File: src/timing_pin_router_pkg.sv
// ---------------------------------------------------------------------------
// Contract
// - all external timing control enters through ten two-way function pins
// - a driving function pin carries its own fixed internal timing signal
// - five dedicated output-only pins carry the remaining timing signals
// - thirteen internal signals, each sourced from a software-chosen pin
// - per-pin software driver enable; disabled pin acts as input only
// - each routed input selects rising or falling edge polarity
// - edge mode accepts arbitrarily long pulses, sees only selected edge
// - level mode imposes no minimum or maximum pulse width; the code samples pins every 4 ns, so pulses shorter than that can be missed
// - every timing output stays undriven until software enables it
// ---------------------------------------------------------------------------
package timing_pin_router_pkg;

  // ---------------------------------------------------------------------------
  // sizes
  // ---------------------------------------------------------------------------
  localparam int NUM_PINS = 10;
  localparam int NUM_DEDICATED = 5;
  localparam int NUM_ROUTES = 13;
  localparam int SEL_W = 4;
  localparam int ADDR_W = 8;
  localparam int DATA_W = 32;

  // ---------------------------------------------------------------------------
  // register map (byte addresses, one word each)
  // ---------------------------------------------------------------------------
  localparam logic [7:0] PIN_DRIVE_EN_ADDR = 8'h00;
  localparam logic [7:0] DEDICATED_EN_ADDR = 8'h04;
  localparam logic [7:0] PIN_LEVEL_ADDR = 8'h08;
  localparam logic [7:0] ROUTE_STATE_ADDR = 8'h0c;
  localparam logic [7:0] ROUTE_CFG_BASE = 8'h10;
  localparam logic [7:0] ROUTE_CFG_LAST = 8'h40;
  localparam logic [7:0] EVENT_SEEN_ADDR = 8'h44;

  // route configuration fields
  localparam int SEL_LSB = 0;
  localparam int EXT_BIT = 4;
  localparam int POL_BIT = 5;
  localparam int LVL_BIT = 6;

  // reset values: drivers off, every route on its internal source
  localparam logic [NUM_PINS-1:0] PIN_DRIVE_EN_RST = 10'h000;
  localparam logic [NUM_DEDICATED-1:0] DEDICATED_EN_RST = 5'h00;
  localparam logic [SEL_W-1:0] ROUTE_SEL_RST = 4'h0;
  localparam logic [DATA_W-1:0] RDATA_RST = 32'h0000_0000;

  // ---------------------------------------------------------------------------
  // timing
  // ---------------------------------------------------------------------------
  localparam int CLK_PERIOD_NS = 4;
  localparam int MIN_PULSE_NS = 10;
  localparam int MIN_PULSE_CYCLES =
    (MIN_PULSE_NS + CLK_PERIOD_NS - 1) / CLK_PERIOD_NS;

endpackage

File: src/timing_pin_router.sv
// The register addresses and the address-and-strobe port were left to the implementer.
`timescale 1ns/1ns
module timing_pin_router
  import timing_pin_router_pkg::*;
(
  input wire logic i_clock,
  input wire logic i_rst,
  input wire logic [ADDR_W-1:0] i_addr,
  input wire logic [DATA_W-1:0] i_wdata,
  input wire logic i_wr,
  input wire logic i_rd,
  output logic [DATA_W-1:0] o_rdata,
  input wire logic [NUM_PINS-1:0] i_function_pin_in,
  output logic [NUM_PINS-1:0] o_function_pin_out,
  output logic [NUM_PINS-1:0] o_function_pin_oe,
  input wire logic [NUM_PINS-1:0] i_pin_drive_src,
  input wire logic [NUM_DEDICATED-1:0] i_dedicated_src,
  output logic [NUM_DEDICATED-1:0] o_dedicated_out,
  output logic [NUM_DEDICATED-1:0] o_dedicated_oe,
  input wire logic [NUM_ROUTES-1:0] i_internal_timing,
  output logic [NUM_ROUTES-1:0] o_timing_signal,
  output logic [NUM_ROUTES-1:0] o_route_external
);

  // ---------------------------------------------------------------------------
  // declarations
  // ---------------------------------------------------------------------------
  logic [NUM_PINS-1:0] pin_drive_en;
  logic [NUM_DEDICATED-1:0] dedicated_en;
  logic [SEL_W-1:0] route_sel [NUM_ROUTES];
  logic [NUM_ROUTES-1:0] route_ext;
  logic [NUM_ROUTES-1:0] route_pol;
  logic [NUM_ROUTES-1:0] route_lvl;
  logic [NUM_ROUTES-1:0] event_seen;
  logic [NUM_ROUTES-1:0] next_timing;
  logic [NUM_ROUTES-1:0] route_event;
  logic [NUM_PINS-1:0] pin_level;
  logic [NUM_PINS-1:0] pin_level_prev;
  logic [DATA_W-1:0] next_rdata;

  // ---------------------------------------------------------------------------
  // decode helpers
  // ---------------------------------------------------------------------------
  function automatic logic route_hit(input logic [ADDR_W-1:0] a);
    return (a >= ROUTE_CFG_BASE) && (a <= ROUTE_CFG_LAST) &&
      (a[1:0] == 2'h0);
  endfunction

  function automatic logic [4:0] route_slot(input logic [ADDR_W-1:0] a);
    logic [ADDR_W-1:0] d;
    d = a - ROUTE_CFG_BASE;
    return d[6:2];
  endfunction

  // a select beyond the last pin reads as a quiet low line
  function automatic logic pin_pick(
    input logic [NUM_PINS-1:0] levels,
    input logic [SEL_W-1:0] sel
  );
    logic bit_out;
    bit_out = 1'b0;
    for (int p = 0; p < NUM_PINS; p++) begin
      if (sel == SEL_W'(p)) begin
        bit_out = levels[p];
      end
    end
    return bit_out;
  endfunction

  // ---------------------------------------------------------------------------
  // pin input synchroniser
  // ---------------------------------------------------------------------------
  // pins enter here
  pin_sync_detect #(
    .WIDTH(NUM_PINS)
  ) u_sync (
    .i_clock(i_clock),
    .i_rst(i_rst),
    .i_pin(i_function_pin_in),
    .o_level(pin_level),
    .o_level_prev(pin_level_prev)
  );

  // ---------------------------------------------------------------------------
  // software registers
  // ---------------------------------------------------------------------------
  // per-pin driver enable
  always_ff @(posedge i_clock) begin
    if (i_rst) begin
      pin_drive_en <= PIN_DRIVE_EN_RST;
    end else if (i_wr && i_addr == PIN_DRIVE_EN_ADDR) begin
      pin_drive_en <= i_wdata[NUM_PINS-1:0];
    end
  end

  always_ff @(posedge i_clock) begin
    if (i_rst) begin
      dedicated_en <= DEDICATED_EN_RST;
    end else if (i_wr && i_addr == DEDICATED_EN_ADDR) begin
      dedicated_en <= i_wdata[NUM_DEDICATED-1:0];
    end
  end

  genvar r;
  generate
    for (r = 0; r < NUM_ROUTES; r++) begin : g_cfg
      always_ff @(posedge i_clock) begin
        if (i_rst) begin
          route_sel[r] <= ROUTE_SEL_RST;
          route_ext[r] <= 1'b0;
          route_pol[r] <= 1'b0;
          route_lvl[r] <= 1'b0;
        end else if (i_wr && route_hit(i_addr) &&
                     route_slot(i_addr) == 5'(r)) begin
          route_sel[r] <= i_wdata[SEL_LSB +: SEL_W];
          route_ext[r] <= i_wdata[EXT_BIT];
          route_pol[r] <= i_wdata[POL_BIT];
          route_lvl[r] <= i_wdata[LVL_BIT];
        end
      end
    end
  endgenerate

  // ---------------------------------------------------------------------------
  // per-route detection
  // ---------------------------------------------------------------------------
  // current and previous level come from the same pin, so changing the
  // select never fakes an edge
  generate
    for (r = 0; r < NUM_ROUTES; r++) begin : g_route
      logic cur;
      logic prev;
      logic edge_hit;
      assign cur = pin_pick(pin_level, route_sel[r]);
      assign prev = pin_pick(pin_level_prev, route_sel[r]);
      assign edge_hit = route_pol[r] ? (prev & ~cur) : (cur & ~prev);
      assign route_event[r] = route_ext[r] && !route_lvl[r] && edge_hit;
      always_comb begin
        if (!route_ext[r]) begin
          next_timing[r] = i_internal_timing[r];
        end else if (route_lvl[r]) begin
          next_timing[r] = cur ^ route_pol[r];
        end else begin
          next_timing[r] = edge_hit;
        end
      end
    end
  endgenerate

  // sampling every 4 ns catches any pulse that honours the 10 ns minimum
  // pulse width relied on
  always_ff @(posedge i_clock) begin
    if (i_rst) begin
      o_timing_signal <= '0;
    end else begin
      o_timing_signal <= next_timing;
    end
  end

  always_ff @(posedge i_clock) begin
    if (i_rst) begin
      o_route_external <= '0;
    end else begin
      o_route_external <= route_ext;
    end
  end

  // sticky capture of detected edges; write one clears, a new edge wins
  always_ff @(posedge i_clock) begin
    if (i_rst) begin
      event_seen <= '0;
    end else if (i_wr && i_addr == EVENT_SEEN_ADDR) begin
      event_seen <= (event_seen & ~i_wdata[NUM_ROUTES-1:0]) | route_event;
    end else begin
      event_seen <= event_seen | route_event;
    end
  end

  // ---------------------------------------------------------------------------
  // output drivers
  // ---------------------------------------------------------------------------
  // fixed signal per pin
  // driver enabled means pin is ours
  pin_output_stage #(
    .WIDTH(NUM_PINS)
  ) u_pin_drive (
    .i_clock(i_clock),
    .i_rst(i_rst),
    .i_src(i_pin_drive_src),
    .i_enable(pin_drive_en),
    .o_out(o_function_pin_out),
    .o_oe(o_function_pin_oe)
  );

  pin_output_stage #(
    .WIDTH(NUM_DEDICATED)
  ) u_dedicated_drive (
    .i_clock(i_clock),
    .i_rst(i_rst),
    .i_src(i_dedicated_src),
    .i_enable(dedicated_en),
    .o_out(o_dedicated_out),
    .o_oe(o_dedicated_oe)
  );

  // ---------------------------------------------------------------------------
  // read path
  // ---------------------------------------------------------------------------
  always_comb begin
    next_rdata = '0;
    if (route_hit(i_addr)) begin
      for (int k = 0; k < NUM_ROUTES; k++) begin
        if (route_slot(i_addr) == 5'(k)) begin
          next_rdata[SEL_LSB +: SEL_W] = route_sel[k];
          next_rdata[EXT_BIT] = route_ext[k];
          next_rdata[POL_BIT] = route_pol[k];
          next_rdata[LVL_BIT] = route_lvl[k];
        end
      end
    end else begin
      case (i_addr)
        PIN_DRIVE_EN_ADDR: begin
          next_rdata[NUM_PINS-1:0] = pin_drive_en;
        end
        DEDICATED_EN_ADDR: begin
          next_rdata[NUM_DEDICATED-1:0] = dedicated_en;
        end
        PIN_LEVEL_ADDR: begin
          next_rdata[NUM_PINS-1:0] = pin_level;
        end
        ROUTE_STATE_ADDR: begin
          next_rdata[NUM_ROUTES-1:0] = o_timing_signal;
        end
        EVENT_SEEN_ADDR: begin
          next_rdata[NUM_ROUTES-1:0] = event_seen;
        end
        default: begin
          next_rdata = '0;
        end
      endcase
    end
  end

  // data only in the cycle after the read strobe, zero otherwise
  always_ff @(posedge i_clock) begin
    if (i_rst) begin
      o_rdata <= RDATA_RST;
    end else if (i_rd) begin
      o_rdata <= next_rdata;
    end else begin
      o_rdata <= RDATA_RST;
    end
  end

endmodule

File: src/pin_sync_detect.sv
`timescale 1ns/1ns
module pin_sync_detect #(
  parameter int WIDTH = 10
) (
  input wire logic i_clock,
  input wire logic i_rst,
  input wire logic [WIDTH-1:0] i_pin,
  output logic [WIDTH-1:0] o_level,
  output logic [WIDTH-1:0] o_level_prev
);

  logic [WIDTH-1:0] meta;

  // ---------------------------------------------------------------------------
  // two-stage synchroniser plus one history stage per pin
  // ---------------------------------------------------------------------------
  genvar g;
  generate
    for (g = 0; g < WIDTH; g++) begin : g_pin
      always_ff @(posedge i_clock) begin
        if (i_rst) begin
          meta[g] <= 1'b0;
          o_level[g] <= 1'b0;
          o_level_prev[g] <= 1'b0;
        end else begin
          meta[g] <= i_pin[g];
          o_level[g] <= meta[g];
          o_level_prev[g] <= o_level[g];
        end
      end
    end
  endgenerate

endmodule

File: src/pin_output_stage.sv
`timescale 1ns/1ns
module pin_output_stage #(
  parameter int WIDTH = 10
) (
  input wire logic i_clock,
  input wire logic i_rst,
  input wire logic [WIDTH-1:0] i_src,
  input wire logic [WIDTH-1:0] i_enable,
  output logic [WIDTH-1:0] o_out,
  output logic [WIDTH-1:0] o_oe
);

  // ---------------------------------------------------------------------------
  // registered drivers
  // ---------------------------------------------------------------------------
  // registered drive
  always_ff @(posedge i_clock) begin
    if (i_rst) begin
      o_out <= '0;
    end else begin
      o_out <= i_src & i_enable;
    end
  end

  always_ff @(posedge i_clock) begin
    if (i_rst) begin
      o_oe <= '0;
    end else begin
      o_oe <= i_enable;
    end
  end

endmodule

File: config.mk
export PLATFORM = sky130hd
export DESIGN_NAME = timing_pin_router
export DESIGN_NICKNAME = d
export VERILOG_FILES = /design/src/timing_pin_router_pkg.sv /design/src/timing_pin_router.sv /design/src/pin_sync_detect.sv /design/src/pin_output_stage.sv
export SDC_FILE = /design/constraint.sdc
export NUM_CORES = 1
export LEC_CHECK = 0
export ABC_AREA = 0
export BUFFER_PORTS_ARGS = -buffer_cell sky130_fd_sc_hd__buf_2
export CAP_MARGIN = 20
export CORE_MARGIN = 2
export CORE_UTILIZATION = 30
export DETAILED_ROUTE_END_ITERATION = 6
export PLACE_DENSITY = 0.46
export SYNTH_ARGS = -nofsm -noshare
export SYNTH_HDL_FRONTEND = slang
export SYNTH_SLANG_ARGS = --single-unit
File: constraint.sdc
create_clock -name i_clock -period 4.48 [get_ports i_clock]
set_clock_uncertainty 0.15 [all_clocks]
set_input_delay 0.224 -clock i_clock [delete_from_list [all_inputs] [get_ports i_clock]]
set_output_delay 0.224 -clock i_clock [all_outputs]
set_load 0.03 [all_outputs]
==> Yosys cells after proc, flatten, opt, wreduce, memory -nomap -nowiden <==
Memory sizes are Yosys's and may differ from the RTL's.
Index checks and enable logic that the tools add are counted.
{ "word_totals": {"reg_bits": 185, "latchBits": 0, "ram_bits": 52, "mem_bits_ro": 0, "output_inout_bits": 88, "word_cells": 749, "memories": 1} }
{ "mem_list": {"columns": ["memory", "words", "word_bits", "read_ports", "rd_ports_with_merged_regs", "write_ports", "line_no", "source"], "rows": [
  ["route_sel", 13, 4, 13, 0, 13, "timing_pin_router.sv:30", "logic [SEL_W-1:0] route_sel [NUM_ROUTES];"]
]} }
{ "classes": {"addsub": 1, "multipliers": 0, "n_div": 0, "magnitude_cmp": 2, "eq_ne": 133, "shift": 0, "n_mux": 371, "n_bitwise": 85, "n_reduce_logical": 76} }
{ "op_table": {"columns": ["op", "n"], "rows": [
  ["2-to-1 mux 1 bit", 340],
  ["equality test 4 x 3 -> 1 bit, second input constant", 52],
  ["equality test 4 x 2 -> 1 bit, second input constant", 26],
  ["equality test 4 bit, second input constant", 26],
  ["2-to-1 mux 7 bit", 14],
  ["equality test 4 x 1 -> 1 bit, second input constant", 13],
  ["zero test 4 bit", 13],
  ["2-to-1 mux 4 bit", 13],
  ["logical AND 1 bit", 45],
  ["NOT 1 bit", 27],
  ["bitwise AND 1 bit", 26],
  ["OR 13 bit", 2],
  ["equality test 5 x 4 -> 1 bit, second input constant", 5],
  ["case mux 5 bit (5 select lines)", 1],
  ["equality test 5 x 3 -> 1 bit, second input constant", 4],
  ["case mux 5 bit (4 select lines)", 1],
  ["equality test 8 x 4 -> 1 bit, second input constant", 2],
  ["bitwise AND 13 bit", 1],
  ["zero test 1 bit", 13],
  ["2-to-1 mux 13 bit", 1],
  ["NOT 13 bit", 1],
  ["OR 1 bit", 13],
  ["bitwise XOR 1 bit", 13],
  ["bitwise AND 10 bit", 1],
  ["other kinds (14)", 15]
]} }

==> Logic depth before layout (Yosys ltp) <==
An unclocked memory read counts as a cell.
{ "depth": {"depth_word": 18, "mapped_depth": 9, "depth_no_buf": 6} }

==> Modules after synthesis <==
From an unflattened synthesis, not the netlist that was laid out.
{ "hier_totals": {"hier_cells": 1321, "hier_area_um2": 12209.2} }
{ "modules_own_cells": {"columns": ["mod", "n_inst", "cells_per_inst", "area_per_inst_um2", "seq_area_each_um2"], "rows": [
  ["timing_pin_router", 1, 1196, 10443.8, 3683.5],
  ["pin_sync_detect", 1, 63, 882.1, 600.6],
  ["pin_output_stage (u_pin_drive)", 1, 42, 589.3, 400.4],
  ["pin_output_stage (u_dedicated_drive)", 1, 20, 294.0, 200.2]
]} }

==> Worst setup path after synthesis <==
No wires, ideal clock.
{ "synth_path": {"path_kind": "register -> register", "from": "mem route_sel[5][2] (netlist: route_sel[0][22])", "to": "reg event_seen[5]", "setup_time_ns": 0.116, "arrival_ns": 1.895, "required_time_ns": 4.214, "slack_ns": 2.319, "path_stages_with_launch": 7, "path_buffers": 1, "synth_period_minus_slack_ns": 2.161, "cell_sequence": "edfxtp_1 clkbuf_1 and3b_1 a311o_1 a211oi_1 mux2_2 a31o_1"} }
{ "synth_lines": {"columns": ["item", "line_no", "source"], "rows": [
  ["start: declaration", "timing_pin_router.sv:30", null],
  ["end signal: assignment", "timing_pin_router.sv:173", "event_seen <= (event_seen & ~i_wdata[NUM_ROUTES-1:0]) | route_event;"],
  ["end signal: assignment", "timing_pin_router.sv:175", "event_seen <= event_seen | route_event;"],
  ["end: declaration", "timing_pin_router.sv:34", "logic [NUM_ROUTES-1:0] event_seen;"]
]} }

==> results.md <==
- Status: complete, no violations
- Multiplexer share of the synthesized area: 0.149
- Crit path capture type: flop
- Synth top area cells: dfxtp_1 27%, edfxtp_1 13%, mux2i_1 7.8%
- Cell taking the most area after synthesis: dfxtp_1
- Combinational share of power: 0.095
- Die Y: 205 µm
- Skew-Pair Late Insertion Delay: 550 ps
- Achievable frequency: 353 MHz
- Post-cts repair resize count: 0
- Hold WS: 32.5 ps
- Post-synthesis compound-gate area fraction: 0.144
- Met2 Track Usage GR: 0.340
- HP Start: i_internal_timing[11]
- GR Util met1: 0.291
- Slew Viols, Final: 0
- Cell Area, Synth: 0.0121 mm²
- Final wirelength: 45.1 mm
- Number of flops mapped to enable cells by yosys: 52
- Mapped Cells: 1314
- Layout area overhead: 19.3%
- # setup viols final: 0
- Rel. slew slack: 0.281
- Flop2flop setup slack: 1650 ps
- Maxcap violations: 0
- Prevailing post-synth register cell: dfxtp_1
- Synthesized area per cell: 9.24 µm²
- Proportion of layout cells with a drive suffix above 1: 0.193
- Root buffer cell: clkbuf_16
- Hold-fix buffers at CTS: 47
- Post-synthesis xor/xnor area fraction: 0.00937
- GR Util met3: 0.0323
- Pin count of the biggest net entering global routing: 96
- Worst-path clk slew: 60 ps
- Switch share: 0.261
- DRT iter0 DRCs: 772
- Sequential fraction of the synthesis area: 0.402
- Initial antenna violation count: 0
- Setup Crit Path Kind: reg -> reg
- Library cells used by synthesis: 90
- Placed wire-length estimate: 31.2 mm
- CP max stage delay: 720 ps
- Flop pwr share: 0.442
- Global Route Usage Sum: 0.212
- CP max FO: 16
- Hold path depth: 4
- GP Congestion: 0.896
- Diode count: 0
- WP data arrival: 3120 ps
- CTS Sinks: 218
- Largest family of logic cells by synthesized area: simple AND/OR/NAND/NOR gates
- Pleak: 5.81 nW
- IO Count: 170
- Internal Pwr Total: 3.61 mW
- Post-DR vias/cell: 5.39
- Fin cells: 1984
- Via Count: 10700
- Highest-count cells in the layout ignoring fill and taps: 166 x dfxtp_1, 149 x nor2_1, 130 x buf_2
- Critical Path Start Type: flop
- Post-CTS Setup Bufs: 0
- Clock Path Buffers: 3
- #FFs+latches synth: 218
- Final #Nets: 1521
- TritonCTS clock tree: done
- FFs w/ async S/R, synth: 0
- CP cell instances: and3b_1, a311o_1, a211oi_1, mux2_2, a31o_1
- CP max stage cell: edfxtp_1
- Post-route DRC violation count: 0
- Port bufs: 131
- ANT nets after route: 0
- Vias in the first global route: 10500
- Adder-cell share of the synthesized area: 0
- Power, Total: 4.89 mW
- Row count: 73
- Reg2reg start: route_sel[0][20]
- VDD IR max: 274 µV
- Final Hold Vio Count: 0
- Count of warnings emitted by yosys: 0
- R2R cell count: 5
- RSZ-0062 raised after global routing: false
- H-tree Lvls: 1
- Fill count: 4118
- Final Util: 0.364
- DRT Pass-1 Iters: 5
- Worst hold endpoint: o_timing_signal[11]
- Commonest non-fill, non-tap cell in the layout: dfxtp_1
- Die area: 0.0421 mm²
- Fin crit share: 0.632
- GR peak layer: met2
- NetSw: 1.28 mW
- Crit path time final: 2830 ps
- HP Class: in -> reg
- Worst Tran Pin Value: 1080 ps
- CORE AREA: 0.0398 mm²
- Starting Density: 0.305
- Pwr/cell area: 338 mW/mm²
- Wire length of the first global-routing pass: 66.9 mm
- Post-synthesis simple-gate area fraction: 0.230
- Data required, critical path: 4770 ps
- Final TNS setup: 0 ps
- Routed WL per cell: 22.7 µm
- Global route overflow: 0
- Clock power share: 0.463
- Share of the synthesized area in the top cell type: 0.274
- # placed instances: 1888
- Die Wd: 205 µm
- CTS Buf Count: 27
- R2R Path End: event_seen[5]
power by group through the flow:
stage / clock (mW) / combinational (mW) / sequential, mW
2_1_floorplan: 0 / 0.341 / 2.13
3_3_place_gp: 0 / 0.427 / 2.20
3_5_place_dp: 0 / 0.429 / 2.20
4_1_cts: 2.32 / 0.463 / 2.16
5_1_grt: 2.39 / 0.496 / 2.17
6_report: 2.27 / 0.464 / 2.16
metal layers:
| layer | vias to the layer above | share of wire | wire (µm) |
|---|---|---|---|
| met3 | 78 | 0.061 | 2750 |
| met1 | 5280 | 0.45 | 20300 |
| met2 | 370 | 0.46 | 20600 |
| met4 | 0 | 0.032 | 1460 |
| li1 | 4975 | - | - |
| met5 | - | 0 | 0 |
worst max path at each step:
stage / start / end / slack, ps / cells past startpoint
floorplan: route_sel[0][22] / event_seen[5] / 2320 / 6
global placement: i_addr[3] / o_rdata[6] / 1470 / 7
detailed placement: i_addr[3] / o_rdata[2] / 1500 / 7
CTS: route_sel[0][20] / event_seen[5] / 1680 / 5
global route: u_sync.o_level[3] / o_timing_signal[8] / 1530 / 6
finish: route_sel[0][20] / event_seen[5] / 1650 / 5
metrics by stage:
| step | setup WS [ps] | instance area, µm² |
|---|---|---|
| after floorplan | 2320 | 12200 |
| after global placement | 1470 | 13100 |
| after detailed placement | 1500 | 13100 |
| after CTS | 1680 | 14500 |
| after global routing | 1530 | 14500 |
| final | 1650 | 14500 |
worst max-delay path, delay by kind of cell (launching register included):
family	cells	cell delay [ps]
flops	1	720
mux	1	420
simple gates	1	250
compound gates	3	1190
Yosys cell counts (4+ instances only):
master and instances:
a31oi_1 10, or3b_2 6, a2111o_1 4, o221ai_1 4, nor3_1 22, clkbuf_1 52, o21ai_0 28, and4b_1 7
a222oi_1 5, and3b_1 4, mux2_2 26, o31ai_1 12, o211ai_1 8, and2_1 19, a21oi_1 61, mux4_2 24
or3_1 4, nand3_1 42, buf_6 4, o32ai_1 5, nor2_1 149, nand3b_1 22, edfxtp_1 52, dfxtp_1 166
a311oi_1 4, o41ai_1 5, mux2i_1 95, and3_1 8, nand2b_1 39, buf_2 40, inv_1 38, a311o_1 4
nor2b_1 70, a211oi_1 7, nand2_1 81, nand4b_1 5, buf_4 26, xnor2_1 10, o22ai_1 19, nor3b_1 17
nand4_1 5, a221oi_1 7, nor2_2 5, a22oi_1 23
cell type report:
cell class,count,area [µm²],area share
clock buffer,35,791,0.0546
tap,525,657,0.0453
sequential,218,4880,0.337
inverter,38,143,0.00984
multi-input combinational,950,6540,0.451
clock inverter,14,143,0.00984
timing repair buffer,204,1340,0.0922
state kept, by name (all words and copies together) (netlist names):
register and cells:
route_sel 52, event_seen 13, o_rdata 13, o_route_external 13
o_timing_signal 13, route_ext 13, route_lvl 13, route_pol 13
pin_drive_en 10, u_pin_drive.o_oe 10, u_pin_drive.o_out 10, u_sync.meta 10
u_sync.o_level 10, u_sync.o_level_prev 10, dedicated_en 5, u_dedicated_drive.o_oe 5
u_dedicated_drive.o_out 5
logic make-up after synthesis:
logic type                count (synthesis)
and+or+nand+nor                         525
AOI/OAI and AO/OA                       247
DFF                                     218
buffers and inverters                   164
muxes                                   146
xor gates and xnor gates                 13
other                                     1
Note: power is estimated with default switching activity, not from simulation.
